`config.mk`:
```
export PLATFORM = sky130hd
export DESIGN_NAME = rcmr_top
export DESIGN_NICKNAME = d
export VERILOG_FILES = /design/src/core/rcmr_pkg.sv /design/src/core/rcmr_top.sv /design/src/core/rcmr_mark_seq.sv
export SDC_FILE = /design/constraint.sdc
export NUM_CORES = 1
export LEC_CHECK = 0
export BUFFER_PORTS_ARGS = -buffer_cell sky130_fd_sc_hd__buf_2
export CAP_MARGIN = 20
export CELL_PAD_IN_SITES_DETAIL_PLACEMENT = 0
export CELL_PAD_IN_SITES_GLOBAL_PLACEMENT = 1
export CORE_ASPECT_RATIO = 1.4
export CORE_MARGIN = 4
export CORE_UTILIZATION = 40
export CTS_CLUSTER_DIAMETER = 200
export CTS_CLUSTER_SIZE = 20
export DETAILED_ROUTE_END_ITERATION = 8
export PLACE_DENSITY = 0.84
export SLEW_MARGIN = 20
export SYNTH_ARGS = -nofsm -noshare
export SYNTH_HDL_FRONTEND = slang
export SYNTH_HIERARCHICAL = 1
export SYNTH_SLANG_ARGS = --single-unit
```
`constraint.sdc`:
```
create_clock -name clk -period 4.22 [get_ports clk]
set_input_delay 1.266 -clock clk [delete_from_list [all_inputs] [get_ports clk]]
set_output_delay 1.266 -clock clk [all_outputs]
set_load 0.01 [all_outputs]
```
`src/core/rcmr_pkg.sv`:
```
// Package: register map, field positions and timing for the read channel mode registers
package rcmr_pkg;
  // Serial frame: 4 address bits (A0 first) then 4 data bits (D0 first)
  localparam int unsigned RCMR_ADDR_W     = 4;
  localparam int unsigned RCMR_DATA_W     = 4;
  localparam int unsigned RCMR_FRAME_W    = 8;
  localparam logic [3:0]  RCMR_ADDR_PULSE = 4'h0;
  localparam logic [3:0]  RCMR_ADDR_RECOV = 4'h1;
  localparam logic [3:0]  RCMR_ADDR_RSVD  = 4'h2;
  localparam logic [3:0]  RCMR_PULSE_RST  = 4'h0;
  localparam logic [3:0]  RCMR_RECOV_RST  = 4'h0;
  // Pulse detector fields
  localparam int unsigned RCMR_PD_FAST_OFF = 0;
  localparam int unsigned RCMR_PD_HYS_LO   = 1;
  localparam int unsigned RCMR_PD_HYS_HI   = 2;
  localparam int unsigned RCMR_PD_TEST     = 3;
  // Recovery fields
  localparam int unsigned RCMR_RC_COAST    = 0;
  localparam int unsigned RCMR_RC_HARD     = 1;
  localparam int unsigned RCMR_RC_PC_LO    = 2;
  localparam int unsigned RCMR_RC_PC_HI    = 3;
  // Hysteresis source codes as {D1,D2}
  localparam logic [1:0]  RCMR_HYS_EXT     = 2'h0;
  localparam logic [1:0]  RCMR_HYS_MAX     = 2'h1;
  localparam logic [1:0]  RCMR_HYS_NOM     = 2'h2;
  localparam logic [1:0]  RCMR_HYS_MIN     = 2'h3;
  // Precompensation shift magnitude, 0 none .. 3 maximum
  localparam logic [1:0]  RCMR_PC_NONE     = 2'h0;
  localparam logic [1:0]  RCMR_PC_MINS     = 2'h1;
  localparam logic [1:0]  RCMR_PC_SECOND   = 2'h2;
  localparam logic [1:0]  RCMR_PC_MAXS     = 2'h3;
  // Address mark zero-run lengths in bit cells
  localparam logic [3:0]  RCMR_RUN_SHORT   = 4'h7;
  localparam logic [3:0]  RCMR_RUN_LONG    = 4'hB;
  localparam int unsigned RCMR_RUNS        = 4;
  // Latch setup 1.5 us at 40 ns clock
  localparam int unsigned RCMR_CLK_NS      = 40;
  localparam int unsigned RCMR_TSLAT_NS    = 1500;
  localparam int unsigned RCMR_SLAT_CYC    = (RCMR_TSLAT_NS + RCMR_CLK_NS - 1) / RCMR_CLK_NS;
endpackage

```
`src/core/rcmr_top.sv`:
```
// Serially loaded mode registers and their mode controls for the read channel
// Function
// - Four address bits: 0000 selects pulse register, A0 alone selects recovery; rest reserved.
// - Pulse bits 1,2 pick hysteresis source: pin, maximum, nominal or minimum.
// - Pulse bit 3 low drives detected read pulses out on read data pin.
// - Pulse bit 3 high takes external pattern from read data pin into recovery.
// - Recovery bit 0 high disables phase detector so oscillator coasts, test only.
// - Recovery bit 1 high hard sector; low enables 7,7,11,11 address mark logic.
// - Recovery bits 2,3 set precompensation: 11 max, 01 second, 10 min, 00 none.
// - Hard sector floats mark detect; otherwise low mark detect level while read gate.
// - Soft sector with write gate: one-bit low strobe writes the zero-run mark.
`timescale 1ns/1ps
module rcmr_top
  import rcmr_pkg::*;
(
  input  wire logic       clk,
  input  wire logic       rstn,
  input  wire logic       ce,
  input  wire logic       serial_clk,
  input  wire logic       serial_config_data,
  input  wire logic       serial_latch,
  input  wire logic       write_gate,
  input  wire logic       read_gate,
  input  wire logic       bit_tick,
  input  wire logic       detected_pulse,
  input  wire logic       read_data_in,
  input  wire logic       mark_write_strobe,
  output logic            read_data_out,
  output logic            read_data_oe_n,
  output logic            recovery_data,
  output logic            mark_detect_out,
  output logic            mark_detect_oe_n,
  output logic            write_zero_force,
  output logic            fast_gain_enable,
  output logic            threshold_level_pin_sel,
  output logic [1:0]      hysteresis_fixed,
  output logic            phase_detect_enable,
  output logic [1:0]      precomp_shift,
  output logic [3:0]      pulse_detector_control,
  output logic [3:0]      recovery_control
);
  logic [RCMR_FRAME_W-1:0] shift;
  logic [3:0]              bit_cnt;
  logic                    sclk_q;
  logic                    latch_q;
  logic                    strobe_q;
  logic                    mark_seen;
  logic                    seq_zero;
  logic                    seq_busy;
  logic                    seq_found;
  logic [3:0]              det_cnt;
  logic [1:0]              det_run;

  // Frame bits arrive A0..A3 then D0..D3, so the oldest bit ends lowest
  wire [3:0] frame_addr  = shift[3:0];
  wire [3:0] frame_data  = shift[7:4];
  wire       sclk_rise   = serial_clk & ~sclk_q;
  wire       latch_fall  = latch_q & ~serial_latch;
  wire       frame_full  = (bit_cnt == 4'(RCMR_FRAME_W));
  wire       sel_pulse   = frame_full & (frame_addr == RCMR_ADDR_PULSE);
  wire       sel_recov   = frame_full & (frame_addr == RCMR_ADDR_RECOV);
  wire       hard_sector = recovery_control[RCMR_RC_HARD];
  wire       test_mode   = pulse_detector_control[RCMR_PD_TEST];
  wire       mark_start  = strobe_q & ~mark_write_strobe & write_gate & ~hard_sector & ~seq_busy;
  wire [1:0] hys_code    = {pulse_detector_control[RCMR_PD_HYS_LO], pulse_detector_control[RCMR_PD_HYS_HI]};
  wire [1:0] pc_code     = {recovery_control[RCMR_RC_PC_LO], recovery_control[RCMR_RC_PC_HI]};
  // Code to shift magnitude
  // Codes are not in magnitude order: 01 is the second highest, 10 the smallest
  wire [1:0] next_precomp_shift = (pc_code == 2'h3) ? RCMR_PC_MAXS :
                                  (pc_code == 2'h1) ? RCMR_PC_SECOND :
                                  (pc_code == 2'h2) ? RCMR_PC_MINS : RCMR_PC_NONE;
  wire       data_source = test_mode ? read_data_in : detected_pulse;
  // Bit set turns the fast currents off
  wire       next_fast_gain_enable        = ~pulse_detector_control[RCMR_PD_FAST_OFF];
  wire       next_threshold_level_pin_sel = (hys_code == RCMR_HYS_EXT);
  wire       next_phase_detect_enable     = ~recovery_control[RCMR_RC_COAST];

  // The serial clock is sampled, so each of its phases must span at least one clock
  // Serial capture; a latch fall commits the frame only once all 8 bits have filled
  always_ff @(posedge clk) begin
    if (!rstn) begin
      shift   <= 8'h00;
      bit_cnt <= 4'h0;
      sclk_q  <= 1'b0;
      latch_q <= 1'b0;
    end else if (ce) begin
      sclk_q  <= serial_clk;
      latch_q <= serial_latch;
      if (!serial_latch) begin
        bit_cnt <= 4'h0;
      end else if (sclk_rise && !frame_full) begin
        shift   <= {serial_config_data, shift[7:1]};
        bit_cnt <= bit_cnt + 4'h1;
      end
    end
  end

  always_ff @(posedge clk) begin
    if (!rstn) begin
      pulse_detector_control <= RCMR_PULSE_RST;
      recovery_control       <= RCMR_RECOV_RST;
    end else if (ce && latch_fall) begin
      if (sel_pulse) begin
        pulse_detector_control <= frame_data;
      end else if (sel_recov) begin
        recovery_control <= frame_data;
      end
    end
  end

  // Mode outputs decoded from the stored fields
  always_ff @(posedge clk) begin
    if (!rstn) begin
      fast_gain_enable        <= 1'b1;
      threshold_level_pin_sel <= 1'b1;
      hysteresis_fixed        <= 2'h0;
      phase_detect_enable     <= 1'b1;
      precomp_shift           <= RCMR_PC_NONE;
    end else if (ce) begin
      fast_gain_enable        <= next_fast_gain_enable;
      threshold_level_pin_sel <= next_threshold_level_pin_sel;
      hysteresis_fixed        <= hys_code;
      phase_detect_enable     <= next_phase_detect_enable;
      precomp_shift           <= next_precomp_shift;
    end
  end

  // Read data test pin direction and recovery source
  always_ff @(posedge clk) begin
    if (!rstn) begin
      read_data_out  <= 1'b0;
      read_data_oe_n <= 1'b1;
      recovery_data  <= 1'b0;
    end else if (ce) begin
      read_data_out  <= detected_pulse;
      read_data_oe_n <= test_mode;
      recovery_data  <= data_source;
    end
  end

  // Mark detector steps once per bit cell on the recovered bit stream
  wire       det_one      = bit_tick & recovery_data;
  wire       det_zero     = bit_tick & ~recovery_data;
  wire [3:0] det_len      = (det_run < 2'd2) ? RCMR_RUN_SHORT : RCMR_RUN_LONG;
  wire       det_match    = (det_cnt == det_len);
  wire       det_last     = (det_run == 2'(RCMR_RUNS - 1));
  // Saturate so a long gap cannot wrap into a false run length
  wire       det_sat      = (det_cnt == 4'hF);
  wire [3:0] next_det_cnt = det_zero ? (det_sat ? det_cnt : det_cnt + 4'h1) :
                            det_one  ? 4'h0 : det_cnt;
  // A short run that breaks the pattern may still open a new mark
  wire [1:0] det_restart  = (det_cnt == RCMR_RUN_SHORT) ? 2'h1 : 2'h0;
  wire [1:0] next_det_run = !det_one  ? det_run :
                            det_match ? det_run + 2'h1 : det_restart;
  wire       next_found   = det_one & det_match & det_last;
  wire       clear_mark   = ~read_gate | hard_sector;
  wire       next_mark_seen       = clear_mark ? 1'b0 : (mark_seen | seq_found);
  wire       next_mark_detect_out = ~(mark_seen & read_gate & ~hard_sector);

  // Soft sector mark detect; hard sector freezes it as it does the writer
  always_ff @(posedge clk) begin
    if (!rstn) begin
      det_cnt   <= 4'h0;
      det_run   <= 2'h0;
      seq_found <= 1'b0;
    end else if (ce && !hard_sector) begin
      det_cnt   <= next_det_cnt;
      det_run   <= next_det_run;
      seq_found <= next_found;
    end
  end

  // Mark detect holds low until read gate drops, so a short read still shows it
  always_ff @(posedge clk) begin
    if (!rstn) begin
      mark_seen <= 1'b0;
    end else if (ce) begin
      mark_seen <= next_mark_seen;
    end
  end

  always_ff @(posedge clk) begin
    if (!rstn) begin
      strobe_q         <= 1'b1;
      mark_detect_out  <= 1'b1;
      mark_detect_oe_n <= 1'b1;
      write_zero_force <= 1'b0;
    end else if (ce) begin
      strobe_q <= mark_write_strobe;
      // Float in hard sector, active low
      mark_detect_oe_n <= hard_sector;
      mark_detect_out  <= next_mark_detect_out;
      write_zero_force <= seq_zero & write_gate;
    end
  end

  rcmr_mark_seq u_seq (
    .clk      (clk),
    .rstn     (rstn),
    .ce       (ce & ~hard_sector),
    .start    (mark_start),
    .bit_tick (bit_tick),
    .wr_zero  (seq_zero),
    .busy     (seq_busy)
  );
endmodule

```
`src/core/rcmr_mark_seq.sv`:
```
// Address mark zero-run sequencer for writing
`timescale 1ns/1ps
module rcmr_mark_seq
  import rcmr_pkg::*;
(
  input  wire logic clk,
  input  wire logic rstn,
  input  wire logic ce,
  input  wire logic start,
  input  wire logic bit_tick,
  output logic      wr_zero,
  output logic      busy
);
  typedef enum logic [1:0] {RCMR_IDLE, RCMR_RUN, RCMR_ONE} rcmr_seq_e;
  rcmr_seq_e  state;
  logic [3:0] cnt;
  logic [1:0] run;
  wire  [3:0] run_len = (run < 2'd2) ? RCMR_RUN_SHORT : RCMR_RUN_LONG;

  assign wr_zero = (state == RCMR_RUN);
  assign busy    = (state != RCMR_IDLE);

  always_ff @(posedge clk) begin
    if (!rstn) begin
      state <= RCMR_IDLE;
      cnt   <= 4'h0;
      run   <= 2'h0;
    end else if (ce) begin
      case (state)
        RCMR_IDLE: begin
          if (start) begin
            state <= RCMR_RUN;
            cnt   <= 4'h0;
            run   <= 2'h0;
          end
        end
        RCMR_RUN: begin
          if (bit_tick) begin
            if (cnt == run_len - 4'h1) begin
              state <= RCMR_ONE;
            end else begin
              cnt <= cnt + 4'h1;
            end
          end
        end
        RCMR_ONE: begin
          if (bit_tick) begin
            cnt   <= 4'h0;
            run   <= run + 2'h1;
            state <= (run == 2'(RCMR_RUNS - 1)) ? RCMR_IDLE : RCMR_RUN;
          end
        end
        default: state <= RCMR_IDLE;
      endcase
    end
  end
endmodule

```
==> run summary, run 1 <==
=================================================================================
Family with the most delay on the worst path ....................... simple AND/OR/NAND/NOR gates
Clock slew seen by the registers of the worst setup and hold paths .      0.10 ns
Number of vias per cell after detailed routing .....................         5.39
Flop and latch count out of synthesis ..............................           52
Global-route wire length before repair .............................      8760 um
Capturing instance or port of the critical path .................... u_seq/cnt[3]
Combined area of all synthesized cells .............................    2430 um^2
CTS Buffer Depth ...................................................            2
Number of synthesis warnings .......................................            6
Ant. Diodes ........................................................            0
Die Outline Area ...................................................    7400 um^2
Post-synth cell types ..............................................           56
FF-to-FF path depth ................................................            6
Area growth syn-to-layout ..........................................        12.1%
Metal3 WL ..........................................................       220 um
Combinational cell fraction of total power .........................         7.2%
Crit path depth ....................................................            5
Total via count after detailed routing .............................        1,912
Worst hold start ................................................... write_zero_force
Setup crit end kind ................................................    flip-flop
Post-layout nets ...................................................          303
Kind of start point of the critical path ...........................    input pin
Final weighted congestion in routability-driven placement ..........        0.798
Skew-Pair Late Insertion Delay .....................................      0.31 ns
Largest net degree at the start of global routing ..................           46
Crit path time final ...............................................      2.48 ns
Part of the Yosys area used for sequential elements ................        42.9%
Run status ......................................................... complete, no violations
Total buffers and inverters traversed by the critical path .........            1
Die span in y ......................................................       100 um
Commonest non-fill, non-tap cells in the layout .................... 52 x sky130_fd_sc_hd__dfxtp_1, 34 x sky130_fd_sc_hd__nand2_1, 32 x sky130_fd_sc_hd__buf_2, 29 x sky130_fd_sc_hd__mux2i_1, 12 x sky130_fd_sc_hd__nor2_1
Final Slew Violations ..............................................            0
I/O pin cnt ........................................................           33
Cell internal power dissipation ....................................     0.657 mW
Overall die width ..................................................      73.9 um
Power Dens Cells ...................................................  319 nW/um^2
Final standard cell utilization of the core ........................        46.4%
First-iteration detailed-routing DRC count .........................           74
Critical path, cell by cell ........................................ buf_2 > nor2b_1 > nor3b_2 > nor3b_1 > o31a_1
Wire length on met2 ................................................      2410 um
Post-route DRC violation count .....................................            0
Maximum fanout count along the critical path .......................            9
Crit. Startpoint ...................................................           ce
Crit share post-route ..............................................        58.7%
CTS Root Cell ...................................................... sky130_fd_sc_hd__clkbuf_8
Final WL ...........................................................      5060 um
Setup slack of the worst register-to-register path .................      2.14 ns
Total power draw ...................................................     0.868 mW
Core box area ......................................................    5860 um^2
M1 WL ..............................................................      2340 um
Initial standard-cell utilization of the core ......................        41.4%
Number of enable-type register cells in the synthesized netlist ....            0
Per-cell routed wire length ........................................      14.3 um
FF-to-FF Start ..................................................... u_seq/state[1]
Post-cts repair resize count .......................................            0
Dominant synthesized flop cell ..................................... sky130_fd_sc_hd__dfxtp_1
Switching part of the total ........................................        24.3%
Crit path arrival time .............................................      2.69 ns
Num CTS Buffers ....................................................            5
Level count of the clock H-tree ....................................            2
Leak Pwr ...........................................................      1.17 nW
Share of async-settable or async-resettable flops after synthesis ..           0%
Hold-fix buffers, CTS ..............................................            0
Part of the total power dissipated in sequential elements ..........        58.1%
Reg2reg end ........................................................ u_seq/cnt[3]
HPWL reported at the end of detailed placement .....................      3510 um
Required @ worst endpoint ..........................................      4.43 ns
NetSw ..............................................................     0.211 mW
Antenna viol nets, final ...........................................            0
Count of endpoints failing hold in the final timing report .........            0
Number of antenna violations at the first check in global routing ..            0
Global-route total usage across every layer ........................        14.8%
CTS tree ...........................................................        built
Slew headroom ......................................................        58.0%
Crit-path max cell delay ...........................................      0.49 ns
Vias in the first global route .....................................        1,851
Share of cells above drive strength 1 ..............................        18.2%
Setup repair after global routing missed its margin ................           no
Worst min-delay path category ...................................... flip-flop to flip-flop
Slew at the pin with the worst max-slew slack ......................     0.629 ns
Leading cell type in the layout, fill and taps excluded ............ sky130_fd_sc_hd__dfxtp_1
First-pass DRT Iterations ..........................................            4
Setup Crit Path Kind ............................................... input pin to flip-flop
Part of the power in the clock network .............................        34.8%
Max-cap violations .................................................            0
Placement row count ................................................           33
IR Drop Worst-Case VDD .............................................     0.284 mV
Sink Count .........................................................           52
Cell with the biggest individual delay on the critical path ........ sky130_fd_sc_hd__nor3b_2
Number of port buffers .............................................           32
Post-Syn Nets ......................................................          274
Highest routed layer ...............................................         met4
Post-CTS Setup Repair Bufs .........................................            0
Mapped Cells .......................................................          255
Setup Skew .........................................................    0.0152 ns
Final setup viols ..................................................            0
Peak clock frequency supported by timing ...........................    0.404 GHz
GRT overflow .......................................................            0
Total negative slack ...............................................         0 ns
Mean instance size in the synthesized netlist ......................    9.52 um^2
=================================================================================
## registers in the layout, indices dropped and copies added, names as in the netlist, 2 cells and up
signal                  count
det_run                     2
recovery_control            4
shift                       8
precomp_shift               2
u_seq/state                 2
det_cnt                     4
u_seq/cnt                   4
u_seq/run                   2
pulse_detector_control      4
hysteresis_fixed            2
bit_cnt                     4
## worst reg2reg max path, cell delays in order (launching register included)
cell and delay [ns]:
sky130_fd_sc_hd__dfxtp_1 0.42, sky130_fd_sc_hd__or2_2 0.33, sky130_fd_sc_hd__and4b_1 0.29, sky130_fd_sc_hd__mux2i_1 0.11
sky130_fd_sc_hd__nor3b_2 0.41, sky130_fd_sc_hd__nor3b_1 0.11, sky130_fd_sc_hd__o31a_1 0.30
## metal layers
layer | track usage, % | up-vias
li1 | - | 983
met2 | 24.4 | 37
met4 | 5.30 | 0
met5 | 0 | -
met1 | 18.8 | 885
met3 | 3.01 | 7
## worst min path at each step
stage | to | slack [ns] | depth (start not counted)
floorplan | strobe_q | 0.43 | 2
finish | write_zero_force | 0.47 | 2
detailed placement | strobe_q | 0.46 | 2
CTS | write_zero_force | 0.47 | 2
global placement | strobe_q | 0.45 | 2
global route | write_zero_force | 0.49 | 2
## power groups by stage
stage | logic (mW) | clock network (mW) | registers [mW]
floorplan | 0.0429 | 0 | 0.515
global placement | 0.0616 | 0 | 0.515
detailed placement | 0.0624 | 0 | 0.516
CTS | 0.0625 | 0.313 | 0.504
global route | 0.0691 | 0.331 | 0.505
finish | 0.0622 | 0.302 | 0.504
## area by class of cell
class | count | area [um^2]
Timing Repair Buffer | 34 | 175
Clock inverter | 2 | 13.8
Fill cell | 591 | 3140
Tap cell | 70 | 87.6
Multi-Input combinational cell | 182 | 1290
Clock buffer | 6 | 82.6
Inverter | 9 | 33.8
Sequential cell | 52 | 1040
## kinds of logic after synthesis
kind of cell | count (synthesis) | share of synthesized area (%)
buffers and inverters | 21 | 4.07
DFF | 52 | 42.9
AOI/OAI and AO/OA | 43 | 12.6
adders and majority gates | 7 | 3.61
muxes | 29 | 12.0
and+or+nand+nor | 103 | 24.9
## through the flow
stage                     setup WS [ns]  hold WS [ns]  cell area, um^2  instances
final                              1.74         0.468             2720        355
after global routing               1.64         0.490             2720        355
after CTS                          1.71         0.474             2720        355
after detailed placement           1.38         0.457             2630        347
after global placement             1.44         0.452             2630        347
after floorplan                    1.67         0.433             2430        255
## Yosys cell counts (2+ instances only)
| cell type | n | area (um^2) |
|---|---|---|
| sky130_fd_sc_hd__a211oi_1 | 2 | 15.0 |
| sky130_fd_sc_hd__a21oi_1 | 4 | 20.0 |
| sky130_fd_sc_hd__a31oi_1 | 4 | 25.0 |
| sky130_fd_sc_hd__and2_1 | 2 | 12.5 |
| sky130_fd_sc_hd__and3_1 | 2 | 12.5 |
| sky130_fd_sc_hd__and3b_1 | 2 | 17.5 |
| sky130_fd_sc_hd__and4b_1 | 3 | 30.0 |
| sky130_fd_sc_hd__buf_2 | 2 | 10.0 |
| sky130_fd_sc_hd__clkbuf_1 | 7 | 26.3 |
| sky130_fd_sc_hd__dfxtp_1 | 52 | 1040 |
| sky130_fd_sc_hd__ha_1 | 7 | 87.6 |
| sky130_fd_sc_hd__inv_1 | 9 | 33.8 |
| sky130_fd_sc_hd__mux2i_1 | 29 | 290 |
| sky130_fd_sc_hd__nand2_1 | 34 | 128 |
| sky130_fd_sc_hd__nand2b_1 | 5 | 31.3 |
| sky130_fd_sc_hd__nand3_1 | 5 | 25.0 |
| sky130_fd_sc_hd__nand3b_1 | 6 | 45.0 |
| sky130_fd_sc_hd__nand4_1 | 5 | 31.3 |
| sky130_fd_sc_hd__nand4b_1 | 3 | 26.3 |
| sky130_fd_sc_hd__nor2_1 | 12 | 45.0 |
| sky130_fd_sc_hd__nor2b_1 | 8 | 50.1 |
| sky130_fd_sc_hd__nor3b_1 | 2 | 15.0 |
| sky130_fd_sc_hd__o2111ai_1 | 2 | 17.5 |
| sky130_fd_sc_hd__o211ai_1 | 2 | 15.0 |
| sky130_fd_sc_hd__o21ai_0 | 11 | 55.1 |
| sky130_fd_sc_hd__o311ai_0 | 3 | 26.3 |
| sky130_fd_sc_hd__o31a_1 | 2 | 17.5 |
| sky130_fd_sc_hd__or4_1 | 2 | 15.0 |
(Power assumes the default switching activity.)
==> run 2: changes to the inputs <==
- CORE_UTILIZATION: 40 -> 39
- PLACE_DENSITY: 0.84 -> 0.85
- clock period: 4.22 -> 2.07 ns (I/O delays scaled with it)
==> run summary, run 2 (same netlist as run 1, synthesis figures left out) <==
=================================================================================
Run status ......................................................... complete, no violations   unchanged
Post-layout nets ...................................................          312   was 303
Power Dens Cells ...................................................  629 nW/um^2   was 319 nW/um^2
Cell with the biggest individual delay on the critical path ........ sky130_fd_sc_hd__dfxtp_1   was sky130_fd_sc_hd__nor3b_2
Crit-path max cell delay ...........................................      0.39 ns   was 0.49 ns
Overall die width ..................................................      74.7 um   was 73.9 um
Setup Skew .........................................................   0.00662 ns   was 0.0152 ns
Leading cell type in the layout, fill and taps excluded ............ sky130_fd_sc_hd__dfxtp_1   unchanged
Crit path time final ...............................................      1.88 ns
Post-cts repair resize count .......................................            0   unchanged
Crit share post-route ..............................................        90.9%
CTS Buffer Depth ...................................................            2   unchanged
Vias in the first global route .....................................        1,987   was 1,851
CTS tree ...........................................................        built   unchanged
Final Slew Violations ..............................................            0   unchanged
Share of cells above drive strength 1 ..............................        20.7%   was 18.2%
Setup Crit Path Kind ............................................... flip-flop to flip-flop   was input pin to flip-flop
Number of antenna violations at the first check in global routing ..            0   unchanged
Clock slew seen by the registers of the worst setup and hold paths .      0.10 ns   about the same
Skew-Pair Late Insertion Delay .....................................      0.30 ns   was 0.31 ns
Setup crit end kind ................................................    flip-flop   unchanged
Instance area after placement ......................................    2690 um^2   was 2630 um^2
Global-route total usage across every layer ........................        15.2%   was 14.8%
Num CTS Buffers ....................................................            5   unchanged
HPWL reported at the end of detailed placement .....................      3800 um   was 3510 um
Crit path arrival time .............................................      2.08 ns   was 2.69 ns
Die Outline Area ...................................................    7570 um^2   was 7400 um^2
Number of vias per cell after detailed routing .....................         5.45   was 5.39
Slew at the pin with the worst max-slew slack ......................     0.512 ns   was 0.629 ns
Post-placement cell count ..........................................          356   was 347
Peak clock frequency supported by timing ...........................    0.531 GHz
IR Drop Worst-Case VDD .............................................     0.539 mV   was 0.284 mV
Sink Count .........................................................           52   unchanged
Total negative slack ...............................................         0 ns   unchanged
Post-CTS Setup Repair Bufs .........................................            0   unchanged
Family with the most delay on the worst path ....................... simple AND/OR/NAND/NOR gates   unchanged
Critical path, cell by cell ........................................ or2_2 > and4b_1 > mux2i_1 > nor3b_2 > buf_4 > mux2i_1 > nor2b_1   was buf_2 > nor2b_1 > nor3b_2 > nor3b_1 > o31a_1
Ant. Diodes ........................................................            0   unchanged
Final standard cell utilization of the core ........................        46.8%   was 46.4%
Post-route DRC violation count .....................................            0   unchanged
Leak Pwr ...........................................................      1.21 nW   was 1.17 nW
Initial standard-cell utilization of the core ......................        40.8%   was 41.4%
Area growth syn-to-layout ..........................................        14.6%   was 12.1%
Placement row count ................................................           33   unchanged
Count of endpoints failing hold in the final timing report .........            0   unchanged
Non-Filler Cell Area, Final ........................................    2780 um^2   was 2720 um^2
Level count of the clock H-tree ....................................            2   unchanged
Maximum fanout count along the critical path .......................            8   was 9
GRT overflow .......................................................            0   unchanged
Worst hold slack ...................................................     0.477 ns   was 0.468 ns
Final WL ...........................................................      5190 um   was 5060 um
Setup repair after global routing missed its margin ................           no   unchanged
Final weighted congestion in routability-driven placement ..........        0.804   was 0.798
CTS Root Cell ...................................................... sky130_fd_sc_hd__clkbuf_8   unchanged
Required @ worst endpoint ..........................................      2.27 ns   was 4.43 ns
Final setup viols ..................................................            0   unchanged
Total via count after detailed routing .............................        1,984   was 1,912
Commonest non-fill, non-tap cells in the layout .................... 52 x sky130_fd_sc_hd__dfxtp_1, 34 x sky130_fd_sc_hd__nand2_1, 32 x sky130_fd_sc_hd__buf_2, 29 x sky130_fd_sc_hd__mux2i_1, 12 x sky130_fd_sc_hd__nor2_1   unchanged
Max FFs per register ...............................................            8   unchanged
Slew headroom ......................................................        65.8%   was 58.0%
First-pass DRT Iterations ..........................................            4   unchanged
Cell type with the highest occurrence count on the critical path ... sky130_fd_sc_hd__mux2i_1
First-iteration detailed-routing DRC count .........................          103   was 74
Largest net degree at the start of global routing ..................           25   was 46
Global-route wire length before repair .............................      9120 um   was 8760 um
Top reg by flops ...................................................        shift   unchanged
Die span in y ......................................................       101 um   was 100 um
Number of port buffers .............................................           32   unchanged
Max-cap violations .................................................            0   unchanged
Antenna viol nets, final ...........................................            0   unchanged
Core box area ......................................................    5950 um^2   was 5860 um^2
Kind of start point of the critical path ...........................    flip-flop   was input pin
Total buffers and inverters traversed by the critical path .........            1   unchanged
Worst min-delay path category ...................................... flip-flop to flip-flop   unchanged
Filler cell count in the final layout ..............................          587   was 591
Final Non-Filler Cells .............................................          364   was 355
Hold-fix buffers, CTS ..............................................            0   unchanged
Per-cell routed wire length ........................................      14.3 um   about the same
I/O pin cnt ........................................................           33   unchanged
=================================================================================
[run 2: changes by cell type in the layout (fill, tap and decap cells not counted), sizes merged]
| cell | previous run | this run |
|---|---|---|
| clkbuf | 6 | 5 |
| clkinvlp | 0 | 1 |
| buf | 34 | 43 |
[run 2: where the power goes]
| group | switching [mW] | internal (mW) | total, mW |
|---|---|---|---|
| Clock | 0.344 | 0.241 | 0.584 |
| Combinational | 0.0784 | 0.0604 | 0.139 |
| Sequential | 0.0130 | 1.01 | 1.03 |
[run 2: metal layers]
metal	vias up	wire length, um	part of all wire [%]	GRT usage, %
met5	-	0	0	0
met4	0	88	1.7	5.75
met3	6	163	3.1	2.18
met2	31	2620	50	26.6
met1	947	2330	45	18.5
li1	1000	-	-	-
[run 2: final timing paths]
check	start	endpoint	slack, ns	cells past startpoint
min	write_zero_force	write_zero_force	0.48	2
min reg2reg	write_zero_force	write_zero_force	0.48	2
max	u_seq/state[0]	u_seq/run[0]	0.19	7
max reg2reg	u_seq/state[0]	u_seq/run[0]	0.19	7
[run 2: area by class of cell]
type	instances	area [um^2]	area share (%)
Tap cell	70	87.6	3.15
Clock inverter	3	21.3	0.764
Sequential cell	52	1040	37.4
Inverter	9	33.8	1.21
Clock buffer	5	68.8	2.47
Timing Repair Buffer	43	243	8.72
Multi-Input combinational cell	182	1290	46.3
[run 2: worst register-to-register path: stages (launching register included)]
cell,delay (ns)
sky130_fd_sc_hd__dfxtp_1,0.39
sky130_fd_sc_hd__or2_2,0.29
sky130_fd_sc_hd__and4b_1,0.28
sky130_fd_sc_hd__mux2i_1,0.09
sky130_fd_sc_hd__nor3b_2,0.33
sky130_fd_sc_hd__buf_4,0.19
sky130_fd_sc_hd__mux2i_1,0.17
sky130_fd_sc_hd__nor2b_1,0.06
[run 2: metrics by stage]
stage / setup WS, ns / power (mW)
after global placement: 0.0841 / 1.19
final: 0.188 / 1.75
after detailed placement: 0.0682 / 1.19
after CTS: 0.192 / 1.77
after floorplan: 0.163 / 1.14
after global routing: 0.0734 / 1.83
